**src/sio_pkg.sv**
```systemverilog
// package for the servo io conditioning block: register map, reset values,
// field positions and timing counts.
// assumes a 10 MHz clock and a 32-bit apb register bus.
package sio_pkg;

	localparam int NUM_IN    = 8;
	localparam int NUM_OUT   = 4;
	localparam int NUM_FUNC  = 8;
	localparam int DIGIT_W   = 4;

	// register byte offsets
	localparam logic [7:0] ADDR_FILT       = 8'h00;
	localparam logic [7:0] ADDR_ALARM_FILT = 8'h04;
	localparam logic [7:0] ADDR_LVL_A      = 8'h08;
	localparam logic [7:0] ADDR_LVL_B      = 8'h0C;
	localparam logic [7:0] ADDR_INV_A      = 8'h10;
	localparam logic [7:0] ADDR_ALLOC_LO   = 8'h14;
	localparam logic [7:0] ADDR_ALLOC_HI   = 8'h18;
	localparam logic [7:0] ADDR_ALARM_MASK = 8'h1C;
	localparam logic [7:0] ADDR_OUT_CTL    = 8'h20;
	localparam logic [7:0] ADDR_STATUS     = 8'h24;

	// reset values
	localparam logic [15:0] RST_FILT       = 16'h0001;
	localparam logic [15:0] RST_ALARM_FILT = 16'h0001;
	localparam logic [15:0] RST_LVL        = 16'h0000;
	localparam logic [15:0] RST_INV        = 16'h0000;
	localparam logic [15:0] RST_ALLOC      = 16'h0000;
	localparam logic [7:0]  RST_ALARM_MASK = 8'h00;
	localparam logic [3:0]  RST_OUT_CTL    = 4'h0;

	// ranges of the filter times, in ticks
	localparam logic [15:0] MAX_FILT       = 16'h0064;
	localparam logic [15:0] MAX_ALARM_FILT = 16'h0003;

	// allocation codes: pin numbers, and one code that forces the function on
	localparam logic [3:0] ALLOC_PIN_FIRST = 4'h1;
	localparam logic [3:0] ALLOC_PIN_LAST  = 4'h8;
	localparam logic [3:0] ALLOC_ALWAYS    = 4'h9;

	// status layout
	localparam int STAT_PIN_LSB  = 0;
	localparam int STAT_FUNC_LSB = 8;

	// filter timebase
	localparam int         CLK_NS    = 100;
	localparam int         TICK_NS   = 100000;
	localparam int         TICK_CYC  = TICK_NS / CLK_NS;
	localparam logic [9:0] TICK_LAST = 10'(TICK_CYC - 1);

	typedef struct packed {
		logic [15:0] filt;
		logic [15:0] alarm_filt;
		logic [15:0] lvl_a;
		logic [15:0] lvl_b;
		logic [15:0] inv_a;
		logic [31:0] alloc;
		logic [7:0]  alarm_mask;
		logic [3:0]  out_ctl;
	} sio_cfg_t;

endpackage

```
**src/sio_io_cond.sv**
```systemverilog
// servo connector io conditioning: apb registers, pin synchronisers,
// debounce filters, active level, function allocation and output negation.
// assumes an apb master on clk and asynchronous connector pins.
//
// Function
// - allocation code 1 to 8 makes the function follow that pin's valid state.
// - general inputs filtered 0 to 100 ticks of 0.1 ms, default 1, immediate.
// - alarm inputs filtered 0 to 3 ticks of 0.1 ms, default 1, immediate.
// - first level select per pin: 0 valid when low, 1 valid when high.
// - second level select covers pins 5 upward, same encoding, default zero.
// - outputs 1 to 4 each invertible, default no inversion, immediate.
`timescale 1ns/1ps
module sio_io_cond (
	input  wire logic        clk,
	input  wire logic        rst_n,
	input  wire logic        ce,
	input  wire logic [7:0]  paddr,
	input  wire logic        psel,
	input  wire logic        penable,
	input  wire logic        pwrite,
	input  wire logic [31:0] pwdata,
	output logic [31:0]      prdata,
	output logic             pready,
	output logic             pslverr,
	input  wire logic [7:0]  control_connector_input_pin,
	output logic [3:0]       control_connector_output_pin,
	output logic [7:0]       func_active
);
	sio_pkg::sio_cfg_t cfg;
	logic [7:0]        sync1;
	logic [7:0]        sync2;
	logic [7:0]        filt_level;
	logic [7:0]        pin_valid;
	logic [7:0]        next_func;
	logic              tick;
	logic              wr_en;
	logic              hit;

	// clamp a written filter time into its legal range
	function automatic logic [15:0] clamp(input logic [15:0] v, input logic [15:0] lim);
		clamp = (v > lim) ? lim : v;
	endfunction

	// state of one allocation code given the valid pins
	function automatic logic alloc_state(input logic [3:0] code, input logic [7:0] valid);
		logic [3:0] idx;
		idx = code - sio_pkg::ALLOC_PIN_FIRST;
		if (code == sio_pkg::ALLOC_ALWAYS) begin
			alloc_state = 1'b1;
		end else if (code >= sio_pkg::ALLOC_PIN_FIRST && code <= sio_pkg::ALLOC_PIN_LAST) begin
			alloc_state = valid[idx[2:0]];
		end else begin
			alloc_state = 1'b0;
		end
	endfunction

	function automatic logic addr_hit(input logic [7:0] a);
		case (a)
			sio_pkg::ADDR_FILT, sio_pkg::ADDR_ALARM_FILT, sio_pkg::ADDR_LVL_A,
			sio_pkg::ADDR_LVL_B, sio_pkg::ADDR_INV_A, sio_pkg::ADDR_ALLOC_LO,
			sio_pkg::ADDR_ALLOC_HI, sio_pkg::ADDR_ALARM_MASK, sio_pkg::ADDR_OUT_CTL,
			sio_pkg::ADDR_STATUS: addr_hit = 1'b1;
			default: addr_hit = 1'b0;
		endcase
	endfunction

	// apb: zero wait states, but a low ce stretches the access phase
	assign hit     = addr_hit(paddr);
	assign pready  = ce;
	assign pslverr = psel && penable && !hit;
	assign wr_en   = ce && psel && penable && pwrite && hit;

	always_ff @(posedge clk or negedge rst_n) begin
		if (!rst_n) begin
			cfg.filt       <= sio_pkg::RST_FILT;
			cfg.alarm_filt <= sio_pkg::RST_ALARM_FILT;
			cfg.lvl_a      <= sio_pkg::RST_LVL;
			cfg.lvl_b      <= sio_pkg::RST_LVL;
			cfg.inv_a      <= sio_pkg::RST_INV;
			cfg.alloc      <= {sio_pkg::RST_ALLOC, sio_pkg::RST_ALLOC};
			cfg.alarm_mask <= sio_pkg::RST_ALARM_MASK;
			cfg.out_ctl    <= sio_pkg::RST_OUT_CTL;
		end else if (wr_en) begin
			case (paddr)
				sio_pkg::ADDR_FILT: begin
					cfg.filt <= clamp(pwdata[15:0], sio_pkg::MAX_FILT);
				end
				sio_pkg::ADDR_ALARM_FILT: begin
					cfg.alarm_filt <= clamp(pwdata[15:0], sio_pkg::MAX_ALARM_FILT);
				end
				sio_pkg::ADDR_LVL_A: begin
					cfg.lvl_a <= pwdata[15:0];
				end
				sio_pkg::ADDR_LVL_B: begin
					cfg.lvl_b <= pwdata[15:0];
				end
				sio_pkg::ADDR_INV_A: begin
					cfg.inv_a <= pwdata[15:0];
				end
				sio_pkg::ADDR_ALLOC_LO: begin
					cfg.alloc[15:0] <= pwdata[15:0];
				end
				sio_pkg::ADDR_ALLOC_HI: begin
					cfg.alloc[31:16] <= pwdata[15:0];
				end
				sio_pkg::ADDR_ALARM_MASK: begin
					cfg.alarm_mask <= pwdata[7:0];
				end
				sio_pkg::ADDR_OUT_CTL: begin
					cfg.out_ctl <= pwdata[3:0];
				end
				default: begin
				end
			endcase
		end
	end

	// read data is latched in the setup phase so prdata comes from a flop
	always_ff @(posedge clk or negedge rst_n) begin
		if (!rst_n) begin
			prdata <= 32'h00000000;
		end else if (ce && psel && !penable) begin
			case (paddr)
				sio_pkg::ADDR_FILT:       prdata <= {16'h0000, cfg.filt};
				sio_pkg::ADDR_ALARM_FILT: prdata <= {16'h0000, cfg.alarm_filt};
				sio_pkg::ADDR_LVL_A:      prdata <= {16'h0000, cfg.lvl_a};
				sio_pkg::ADDR_LVL_B:      prdata <= {16'h0000, cfg.lvl_b};
				sio_pkg::ADDR_INV_A:      prdata <= {16'h0000, cfg.inv_a};
				sio_pkg::ADDR_ALLOC_LO:   prdata <= {16'h0000, cfg.alloc[15:0]};
				sio_pkg::ADDR_ALLOC_HI:   prdata <= {16'h0000, cfg.alloc[31:16]};
				sio_pkg::ADDR_ALARM_MASK: prdata <= {24'h000000, cfg.alarm_mask};
				sio_pkg::ADDR_OUT_CTL:    prdata <= {28'h0000000, cfg.out_ctl};
				sio_pkg::ADDR_STATUS:     prdata <= {16'h0000, func_active, filt_level};
				default:                  prdata <= 32'h00000000;
			endcase
		end
	end

	// two-flop synchronisers on the connector pins
	always_ff @(posedge clk or negedge rst_n) begin
		if (!rst_n) begin
			sync1 <= 8'hFF;
			sync2 <= 8'hFF;
		end else if (ce) begin
			sync1 <= control_connector_input_pin;
			sync2 <= sync1;
		end
	end

	sio_tick u_tick (
		.clk   (clk),
		.rst_n (rst_n),
		.ce    (ce),
		.tick  (tick)
	);

	genvar gi;
	generate
		for (gi = 0; gi < sio_pkg::NUM_IN; gi++) begin : g_in
			logic [6:0] ftime;
			logic       sel;
			// alarm pins take the short filter, the rest the general one
			assign ftime = cfg.alarm_mask[gi] ? cfg.alarm_filt[6:0] : cfg.filt[6:0];
			if (gi < 4) begin : g_a
				assign sel = cfg.lvl_a[gi*sio_pkg::DIGIT_W];
			end else begin : g_b
				assign sel = cfg.lvl_b[(gi-4)*sio_pkg::DIGIT_W];
			end
			sio_debounce u_deb (
				.clk   (clk),
				.rst_n (rst_n),
				.ce    (ce),
				.tick  (tick),
				.raw   (sync2[gi]),
				.ftime (ftime),
				.level (filt_level[gi])
			);
			// pin low is on; select 1 makes the off state the valid one
			assign pin_valid[gi] = sel ? filt_level[gi] : !filt_level[gi];
		end
		for (gi = 0; gi < sio_pkg::NUM_FUNC; gi++) begin : g_fn
			assign next_func[gi] =
				alloc_state(cfg.alloc[gi*sio_pkg::DIGIT_W +: sio_pkg::DIGIT_W], pin_valid);
		end
	endgenerate

	always_ff @(posedge clk or negedge rst_n) begin
		if (!rst_n) begin
			func_active <= 8'h00;
		end else if (ce) begin
			func_active <= next_func;
		end
	end

	// outputs idle inactive; negation is applied on the way to the pin
	always_ff @(posedge clk or negedge rst_n) begin
		if (!rst_n) begin
			control_connector_output_pin <= 4'h0;
		end else if (ce) begin
			for (int i = 0; i < sio_pkg::NUM_OUT; i++) begin
				control_connector_output_pin[i] <=
					cfg.out_ctl[i] ^ cfg.inv_a[i*sio_pkg::DIGIT_W];
			end
		end
	end

	// assertion helpers
	logic [3:0] code0;
	logic [2:0] pin0;
	assign code0 = cfg.alloc[3:0];
	assign pin0  = 3'(code0 - 4'h1);

	property p_alloc_pin;
		@(posedge clk) disable iff (!rst_n)
		(ce && code0 >= 4'h3 && code0 <= 4'h8) |=> (func_active[0] == $past(pin_valid[pin0]));
	endproperty
	a_alloc_pin: assert property (p_alloc_pin) else $error("function 0 not following pin");

	property p_filt_range;
		@(posedge clk) disable iff (!rst_n)
		(wr_en && paddr == 8'h00) |=> (cfg.filt <= 16'h0064 &&
			(cfg.filt == $past(pwdata[15:0]) || $past(pwdata[15:0]) > 16'h0064));
	endproperty
	a_filt_range: assert property (p_filt_range) else $error("filter time write wrong");

	property p_alarm_range;
		@(posedge clk) disable iff (!rst_n)
		(wr_en && paddr == 8'h04) |=> (cfg.alarm_filt <= 16'h0003 &&
			(cfg.alarm_filt == $past(pwdata[15:0]) || $past(pwdata[15:0]) > 16'h0003));
	endproperty
	a_alarm_range: assert property (p_alarm_range) else $error("alarm filter write wrong");

	property p_forced;
		@(posedge clk) disable iff (!rst_n)
		(ce && cfg.alloc[27:24] == 4'h9) |=> func_active[6];
	endproperty
	a_forced: assert property (p_forced) else $error("forced function not active");

	property p_valid_pin1;
		@(posedge clk) disable iff (!rst_n)
		pin_valid[0] == (cfg.lvl_a[0] == filt_level[0]);
	endproperty
	a_valid_pin1: assert property (p_valid_pin1) else $error("pin 1 active level wrong");

	property p_valid_pin5;
		@(posedge clk) disable iff (!rst_n)
		(cfg.lvl_b[0] && filt_level[4]) |-> pin_valid[4];
	endproperty
	a_valid_pin5: assert property (p_valid_pin5) else $error("pin 5 active level wrong");

	property p_out_neg;
		@(posedge clk) disable iff (!rst_n)
		ce |=> (control_connector_output_pin[0] == ($past(cfg.out_ctl[0]) ^ $past(cfg.inv_a[0])));
	endproperty
	a_out_neg: assert property (p_out_neg) else $error("output 1 negation wrong");

	property p_valid_pin4;
		@(posedge clk) disable iff (!rst_n)
		pin_valid[3] == (cfg.lvl_a[12] == filt_level[3]);
	endproperty
	a_valid_pin4: assert property (p_valid_pin4) else $error("pin 4 active level wrong");

	property p_valid_pin8;
		@(posedge clk) disable iff (!rst_n)
		pin_valid[7] == (cfg.lvl_b[12] == filt_level[7]);
	endproperty
	a_valid_pin8: assert property (p_valid_pin8) else $error("pin 8 active level wrong");

	// an unassigned code must leave its function inactive
	property p_func_idle;
		@(posedge clk) disable iff (!rst_n)
		(ce && code0 == 4'h0) |=> !func_active[0];
	endproperty
	a_func_idle: assert property (p_func_idle) else $error("unassigned function active");

	property p_filt_hold;
		@(posedge clk) disable iff (!rst_n)
		(ce && !(wr_en && paddr == sio_pkg::ADDR_FILT)) |=> $stable(cfg.filt);
	endproperty
	a_filt_hold: assert property (p_filt_hold) else $error("filter time changed unasked");

	property p_lvl_a_wr;
		@(posedge clk) disable iff (!rst_n)
		(wr_en && paddr == sio_pkg::ADDR_LVL_A) |=> (cfg.lvl_a == $past(pwdata[15:0]));
	endproperty
	a_lvl_a_wr: assert property (p_lvl_a_wr) else $error("level select a write lost");

	property p_lvl_b_wr;
		@(posedge clk) disable iff (!rst_n)
		(wr_en && paddr == sio_pkg::ADDR_LVL_B) |=> (cfg.lvl_b == $past(pwdata[15:0]));
	endproperty
	a_lvl_b_wr: assert property (p_lvl_b_wr) else $error("level select b write lost");

	property p_inv_wr;
		@(posedge clk) disable iff (!rst_n)
		(wr_en && paddr == sio_pkg::ADDR_INV_A) |=> (cfg.inv_a == $past(pwdata[15:0]));
	endproperty
	a_inv_wr: assert property (p_inv_wr) else $error("negation select write lost");

	property p_mask_wr;
		@(posedge clk) disable iff (!rst_n)
		(wr_en && paddr == sio_pkg::ADDR_ALARM_MASK) |=> (cfg.alarm_mask == $past(pwdata[7:0]));
	endproperty
	a_mask_wr: assert property (p_mask_wr) else $error("alarm pin mask write lost");
endmodule

```
**src/sio_tick.sv**
```systemverilog
// 0.1 ms tick generator for the input filters.
// assumes clk at the rate held in the package; ce freezes the count.
`timescale 1ns/1ps
module sio_tick (
	input  wire logic clk,
	input  wire logic rst_n,
	input  wire logic ce,
	output logic      tick
);
	logic [9:0] cnt;

	always_ff @(posedge clk or negedge rst_n) begin
		if (!rst_n) begin
			cnt  <= 10'h000;
			tick <= 1'b0;
		end else if (ce) begin
			tick <= (cnt == sio_pkg::TICK_LAST);
			if (cnt == sio_pkg::TICK_LAST) begin
				cnt <= 10'h000;
			end else begin
				cnt <= cnt + 10'h001;
			end
		end
	end
endmodule

```
**src/sio_debounce.sv**
```systemverilog
// one-pin debounce filter counted in filter ticks.
// assumes raw is already synchronised to clk.
`timescale 1ns/1ps
module sio_debounce (
	input  wire logic       clk,
	input  wire logic       rst_n,
	input  wire logic       ce,
	input  wire logic       tick,
	input  wire logic       raw,
	input  wire logic [6:0] ftime,
	output logic            level
);
	logic [6:0] cnt;

	// idle pins sit high (off) through pull-ups, so that is the reset level
	always_ff @(posedge clk or negedge rst_n) begin
		if (!rst_n) begin
			level <= 1'b1;
			cnt   <= 7'h00;
		end else if (ce) begin
			if (ftime == 7'h00) begin
				level <= raw;
				cnt   <= 7'h00;
			end else if (raw == level) begin
				cnt <= 7'h00;
			end else if (tick) begin
				// the first tick may land just after the change, so one tick more
				// than the setting guarantees the level held for the full time
				if (cnt >= ftime) begin
					level <= raw;
					cnt   <= 7'h00;
				end else begin
					cnt <= cnt + 7'h01;
				end
			end
		end
	end

	property p_pass_zero;
		@(posedge clk) disable iff (!rst_n)
		(ce && ftime == 7'h00) |=> (level == $past(raw));
	endproperty
	a_pass_zero: assert property (p_pass_zero) else $error("zero filter time did not pass input");

	property p_no_early;
		@(posedge clk) disable iff (!rst_n)
		(ce && ftime != 7'h00 && raw != level && !tick) |=> (level == $past(level));
	endproperty
	a_no_early: assert property (p_no_early) else $error("level accepted without a tick");
endmodule

```
**config.mk**
```make
export PLATFORM = sky130hd
export DESIGN_NAME = sio_io_cond
export DESIGN_NICKNAME = d
export VERILOG_FILES = /design/src/sio_pkg.sv /design/src/sio_io_cond.sv /design/src/sio_tick.sv /design/src/sio_debounce.sv
export SDC_FILE = /design/constraint.sdc
export NUM_CORES = 1
export LEC_CHECK = 0
export ABC_AREA = 1
export BUFFER_PORTS_ARGS = -buffer_cell sky130_fd_sc_hd__clkbuf_2
export CORE_MARGIN = 10
export CORE_UTILIZATION = 40
export CTS_BUF_LIST = sky130_fd_sc_hd__clkbuf_16
export DETAILED_ROUTE_END_ITERATION = 6
export GPL_TIMING_DRIVEN = 1
export PLACE_DENSITY_LB_ADDON = 0.3
export SYNTH_ARGS = -nofsm -noshare
export SYNTH_HDL_FRONTEND = slang
export SYNTH_HIERARCHICAL = 1
export SYNTH_SLANG_ARGS = --single-unit
```
**constraint.sdc**
```tcl
create_clock -name clk -period 3.6 [get_ports clk]
set_input_delay 0.72 -clock clk [delete_from_list [all_inputs] [get_ports clk]]
set_output_delay 0.72 -clock clk [all_outputs]
set_load 0.02 [all_outputs]
```
==> results of run 1 <==
[where the power goes]
part / switching (mW) / total, mW / internal [mW]
combinational: 0.445 / 0.659 / 0.214
clock: 1.24 / 3.17 / 1.93
sequential: 0.131 / 2.98 / 2.85
[critical path, stage by stage]
cell	delay, ns
clkbuf_2	0.09
nor2_1	0.18
nand4_1	0.11
nand2_1	0.14
nor3_1	0.06
clkbuf_2	0.16
[flip-flops by register name, summed over array words and instances, names as in the netlist]
register                      flops
cfg                             124
u_tick/cnt                       10
g_in.u_deb/cnt                   56
prdata                           16
sync2                             8
u_tick/tick                       1
sync1                             8
func_active                       8
g_in.u_deb/level                  8
control_connector_output_pin      4
[cells by family (layout without fill, tap and decap cells)]
family,after synthesis,after routing,share of synthesized area
AND/OR/NAND/NOR,1356,1356,0.374
buffers and inverters,366,418,0.0949
AO/OA/AOI/OAI,265,265,0.0848
flip-flops,243,243,0.370
adder cells (fa/ha/maj),81,81,0.0613
XOR/XNOR,21,21,0.0148
other,1,16,0.000227
[routing by layer]
metal	track usage	vias up	wire, um
met5	0	-	0
met4	0.0636	0	1460
met3	0.0251	82	2550
met2	0.316	392	22300
met1	0.243	7153	21300
li1	-	7599	-
[area by class of cell]
type / count / area [sq um]
Sequential cell: 243 / 6110
Fill cell: 4127 / 22500
Timing Repair Buffer: 89 / 551
Inverter: 273 / 1020
Clock inverter: 26 / 275
Multi-Input combinational cell: 1739 / 8900
Tap cell: 532 / 666
Clock buffer: 30 / 751
[cells in the final DEF, fill, tap and decap left out, types with 6 or more instances in the layout]
cell and instances:
nand2_1 725, nand3_1 304, inv_1 268, dfrtp_1 217, nor2_1 168, o21ai_0 132, ha_1 81, o21ai_1 71
clkbuf_2 65, nand4_1 52, a21oi_1 33, clkbuf_16 30, dfstp_2 26, nor2_4 25, buf_4 20, nand3b_1 18
conb_1 16, nor3_1 15, a21o_1 14, inv_2 13, nand2_2 13, nand2_4 12, nor2_2 10, xor2_2 8
nand3_4 8, a31o_2 8, xor2_1 7, clkinv_1 7, a31oi_1 6, xnor2_1 6, bufinv_16 6
[path summary, 6_finish.rpt]
kind,start,to,cells past startpoint
min in group clk,control_connector_input_pin[0],sync1[0]$_DFFE_PN1P_,3
hold / removal,rst_n,g_in[2].u_deb/cnt[5]$_DFFE_PN0P_,1
setup / recovery,paddr[1],pslverr,6
hold reg to reg,sync1[4]$_DFFE_PN1P_,sync2[4]$_DFFE_PN1P_,2
setup reg to reg,cfg[108]$_DFFE_PN1P_,g_in[3].u_deb/cnt[5]$_DFFE_PN0P_,10
max in group asynchronous,rst_n,cfg[92]$_DFFE_PN1P_,2
==> results by group, run 1 <==
Status
  • Status: finished, final reports clean

Detailed routing
  • TritonRoute pass-1 iters: 7
  • DR vias/cell: 5.19
  • Residual DRC: 0
  • Drt wl/cell: 16.2 um
  • DRT antenna net count: 0
  • DR vias: 15200
  • WL final: 47600 um
  • Drt initial violations: 1257

STA
  • Rel. slew slack: 0.459
  • Fin crit period: 2.19 ns
  • Endpoints failing hold: 0
  • Tightest Pin Transition: 0.809 ns
  • PnR worst setup slack: 1.41 ns
  • Fmax: 0.457 GHz
  • RSZ-0062 raised after global routing: no
  • Setup violators final: 0
  • Slew Limit Fails: 0
  • Min Hold Slack: 0.148 ns
  • TNS Setup: 0 ns
  • Final worst path period share: 0.607
  • Clk_skew: 0.0291 ns

Finish
  • Nets: 2511
  • Fin area: 18300 sq um
  • # diodes: 0
  • Fin cells: 2932
  • Area Growth Syn to Fin: 10.6%
  • Final Util: 0.448
  • Layout cells sized above 1: 0.108

Critical path
  • Setup CP Type: in2out
  • CP startpoint kind: input pin
  • Worst Path Max Fanout: 3
  • WP data required: 2.88 ns
  • WP data arrival: 1.47 ns
  • Flop-to-flop setup slack: 1.47 ns
  • Crit end category: output pin

Placed design
  • GP Congestion: 0.909
  • I/O Buffers: 67
  • Cell count after placement: 2876
  • DP Area: 17300 sq um
  • Pre-CTS WS: 0.923 ns
  • HPWL after DPL: 34400 um

Global routing
  • First-pass GRT wire length: 77800 um
  • Largest net degree at the start of global routing: 79
  • Total grt overflow: 0
  • GRT Total Usage: 0.188
  • Initial antenna violation count: 0
  • Number of global-route vias before repair: 14800

Logic synthesis
  • Main area contributors after synthesis: dfrtp_1 (33%), nand2_1 (16%), nand3_1 (9.2%)
  • Synth Flop Type: dfrtp_1
  • Dominant cell type by area after synthesis: dfrtp_1
  • Seq/Total Area, Yosys: 0.370
  • YS warnings: 6
  • Gate Count Post-Synth: 2333
  • Most common cell in the synthesized netlist: nand2_1
  • Top-area cell type share of the netlist area: 0.329
  • Number of synthesized flops with an enable pin: 0
  • Avg Cell Area, Syn: 7.09 sq um
  • Post-synth top cells: nand2_1 (725), nand3_1 (304), inv_1 (260)
  • FF+latch count, synth: 243
  • Post-synth ARST share: 1.00
  • Synthesized area: 16500 sq um
  • Cell variety after synth: 37

CTS
  • Post-CTS sizing: 0
  • # clock sinks: 243
  • TritonCTS clock tree: done
  • Hold buffer count at cts: 0
  • CTS Buffer Depth: 3
  • Setup bufs post-CTS: 0
  • Cts bufs inserted: 30
  • CTS root buf: clkbuf_16
  • Worst skew pair latency: 0.59 ns
  • Clock slew at reported path FFs: 0.05 ns
  • H-tree depth: 1

Die
  • Full die area: 49900 sq um
  • IO Pins: 100
  • Cell Rows: 74
  • Core area: 40800 sq um
  • Die height: 223 um
  • Initial Util: 0.405
  • Die Width: 223 um

Power
  • PwrDens: 373 nW/um^2
  • PnR Total Power: 6.81 mW
  • Leak: 9.86 nW
  • Peak supply drop: 0.000319 V

Hold path
  • Min-Delay Path Class: in2async

Run
  • Max_cap viols: 0
Power figures use the tool's default switching activity.
==> run 2: changes to the inputs <==
--- a/config.mk
+++ b/config.mk
@@ -5,7 +5,7 @@
 export SDC_FILE = /design/constraint.sdc
 export NUM_CORES = 1
 export LEC_CHECK = 0
-export ABC_AREA = 1
+export ABC_AREA = 0
 export BUFFER_PORTS_ARGS = -buffer_cell sky130_fd_sc_hd__clkbuf_2
 export CORE_MARGIN = 10
 export CORE_UTILIZATION = 40
==> constraint.sdc (replaced) <==
create_clock -name clk -period 1.85 [get_ports clk]
set_input_delay 0.37 -clock clk [delete_from_list [all_inputs] [get_ports clk]]
set_output_delay 0.37 -clock clk [all_outputs]
set_load 0.02 [all_outputs]
==> run 2 against run 1 <==
Net effect: the flow now finishes with violations (negative setup slack); core utilization is 8.9 points higher; first-iteration DRC count decreased by 24%; power rose to 2.8 times the previous value; largest cell class unchanged; largest power group is now combinational logic.
==> results by group, run 2 <==
Detailed routing
  • Residual DRC: 0
  • Drt initial violations: 957
  • DR vias/cell: 5.57
  • DRT antenna net count: 0
  • WL final: 47700 um
  • Drt wl/cell: 20.0 um
  • DR vias: 13300
  • TritonRoute pass-1 iters: 7

Placed design
  • I/O Buffers: 67
  • GP Congestion: 0.871
  • HPWL after DPL: 34200 um
  • DP Area: 18500 sq um
  • Cell count after placement: 2283

Logic synthesis
  • Number of synthesized flops with an enable pin: 0
  • Cell variety after synth: 73
  • Seq/Total Area, Yosys: 0.390
  • Most common cell in the synthesized netlist: dfrtp_1
  • Gate Count Post-Synth: 1511
  • FF+latch count, synth: 243
  • Dominant cell type by area after synthesis: dfrtp_1
  • Avg Cell Area, Syn: 10.4 sq um
  • Post-synth ARST share: 1.00
  • Top-area cell type share of the netlist area: 0.346
  • Synthesized area: 15700 sq um
  • Synth Flop Type: dfrtp_1
  • YS warnings: 6
  • Post-synth top cells: dfrtp_1 (217), nand2_1 (143), mux2_2 (107)
  • Main area contributors after synthesis: dfrtp_1 (35%), mux2_2 (7.7%), ha_1 (6.5%)

Finish
  • Fill count: 3384
  • Nets: 1979
  • Fin cells: 2386
  • Fin area: 20800 sq um
  • Largest register FFs: 124
  • Most flop-heavy register: cfg
  • Commonest non-fill, non-tap cell in the layout: buf_4
  • Layout cells sized above 1: 0.430
  • Most frequent cells in the layout: buf_4 (282), dfrtp_1 (205), nand2_1 (140)
  • Final Util: 0.537
  • Area Growth Syn to Fin: 32.6%
  • Top flop regs: cfg: 124 flops, g_in.u_deb/cnt: 56 flops, prdata: 16 flops

CTS
  • Clock slew at reported path FFs: 0.06 ns
  • TritonCTS clock tree: done
  • Worst skew pair latency: 0.57 ns
  • CTS root buf: clkbuf_16
  • H-tree depth: 1
  • CTS Buffer Depth: 3
  • # clock sinks: 243
  • Cts bufs inserted: 29

Die
  • Die Width: 218 um
  • IO Pins: 100
  • Die height: 218 um
  • Core area: 38700 sq um
  • Cell Rows: 72
  • Initial Util: 0.405
  • Full die area: 47600 sq um

STA
  • Clk_skew: 0.0263 ns
  • Fmax: 0.372 GHz
  • Rel. slew slack: 0.656
  • Endpoints failing hold: 0
  • Fin crit period: 2.69 ns
  • Slew Limit Fails: 0
  • Final worst path period share: 1.45
  • Min Hold Slack: 0.0345 ns
  • PnR worst setup slack: -0.835 ns
  • RSZ-0062 raised after global routing: yes
  • Setup violators final: 64
  • Tightest Pin Transition: 0.514 ns

Power
  • Internal Power: 12.7 mW
  • Sequential Power Share: 0.348
  • Switch Pwr: 6.32 mW
  • PwrDens: 912 nW/um^2
  • Combinational fraction of design power: 0.364
  • Peak supply drop: 0.000721 V
  • Leak: 9.78 nW
  • Sw Ratio: 0.333
  • PnR Total Power: 19.0 mW
  • Clock share of power: 0.287

Critical path
  • Slowest cell on the critical path: dfstp_2
  • Crit Reg-Reg Startpoint: cfg[108]$_DFFE_PN1P_
  • Setup CP Type: reg2reg
  • Critical path buffers and inverters: 2
  • Crit-path cells: clkinvlp_4, buf_12, o21ai_4, ha_4, nand2b_4, a211o_1, a211o_1, or3_4, o41ai_4
  • Slowest stage delay, CP: 0.55 ns
  • Crit path max-delay family: compound AO/OA/AOI/OAI gates
  • WP data required: 2.32 ns
  • CP startpoint kind: register
  • Critical Path Most Common Cell: a211o_1
  • Worst Path Max Fanout: 7
  • WP data arrival: 3.15 ns
  • Crit end category: register
  • Origin of the worst setup path: cfg[108]$_DFFE_PN1P_

Hold path
  • Min-Delay Path Class: in2reg
  • Min-delay src: control_connector_input_pin[1]

Run
  • Max_cap viols: 0

Global routing
  • Initial antenna violation count: 4
  • Total grt overflow: 0
  • Number of global-route vias before repair: 13600
  • GRT Total Usage: 0.196
  • Largest net degree at the start of global routing: 74
  • First-pass GRT wire length: 75500 um

Status
  • Status: complete, but fails checks
  • Failing checks: negative setup slack
run 2: kinds of logic (layout without fill, tap and decap cells):
family	count (synthesis)	after routing	synth area share
AOI/OAI and AO/OA	314	314	0.146
xor gates and xnor gates	38	38	0.0212
adders and majority gates	81	81	0.0646
buffers and inverters	188	528	0.0550
DFF	243	243	0.390
muxes	203	203	0.163
other	1	18	0.000239
and+or+nand+nor	443	443	0.160
run 2: worst paths after layout:
check | end | slack [ns] | cells past startpoint
setup / recovery | g_in[7].u_deb/cnt[4]$_DFFE_PN0P_ | -0.84 | 9
setup reg to reg | g_in[7].u_deb/cnt[4]$_DFFE_PN0P_ | -0.84 | 9
hold reg to reg | prdata[6]$_DFFE_PN0P_ | 0.49 | 2
max in group asynchronous | cfg[39]$_DFFE_PN0P_ | 0.94 | 3
min in group asynchronous | g_in[3].u_deb/cnt[0]$_DFFE_PN0P_ | 0.23 | 2
hold / removal | sync1[1]$_DFFE_PN1P_ | 0.03 | 2
run 2: worst register-to-register path: stages, from the launching register on:
cell        delay, ns
dfstp_2          0.55
clkinvlp_4       0.12
buf_12           0.16
o21ai_4          0.15
ha_4             0.21
nand2b_4         0.12
a211o_1          0.25
a211o_1          0.29
or3_4            0.49
o41ai_4          0.24
run 2: stage by stage:
step / setup TNS [ns] / setup slack (ns)
floorplan: -39.73 / -0.607
global placement: -69.07 / -0.842
detailed placement: -71.05 / -0.934
CTS: -43.20 / -0.752
global route: -51.15 / -0.929
finish: -46.58 / -0.835
run 2: area by class of cell:
class | count | area (sq um) | area share
diodes | 2 | 5.00 | 0.000240
inverters | 95 | 364 | 0.0175
multi-input cells | 1095 | 9840 | 0.473
repair buffers | 380 | 2940 | 0.141
well taps | 518 | 648 | 0.0311
clock inverters | 24 | 158 | 0.00758
flip-flops and latches | 243 | 6130 | 0.295
clock buffers | 29 | 726 | 0.0349
run 2: routing by layer:
| layer | share of wire | up-vias | global-route usage |
|---|---|---|---|
| met5 | 0.00048 | - | 0 |
| met4 | 0.023 | 4 | 0.0544 |
| met3 | 0.060 | 75 | 0.0354 |
| met2 | 0.47 | 329 | 0.318 |
| met1 | 0.45 | 6700 | 0.264 |
| li1 | - | 6186 | - |
run 2: timing repair:
item / 4_1_cts / 5_1_grt
endpoints found under the hold margin: 163 / 0
gates cloned: 1 / 1
setup endpoints to repair: 73 / 71
pin swaps: 28 / 23
resized for setup: 125 / 88
hold buffers: 1 / 0
buffers inserted: 11 / 34
run 2: power groups by stage:
stage | registers [mW] | clock network, mW | logic, mW
after CTS | 6.60 | 5.56 | 6.18
after floorplan | 6.77 | 0 | 3.26
after detailed placement | 6.68 | 0 | 5.63
final | 6.61 | 5.45 | 6.92
after global placement | 6.67 | 0 | 5.42
after global routing | 6.69 | 5.78 | 7.60
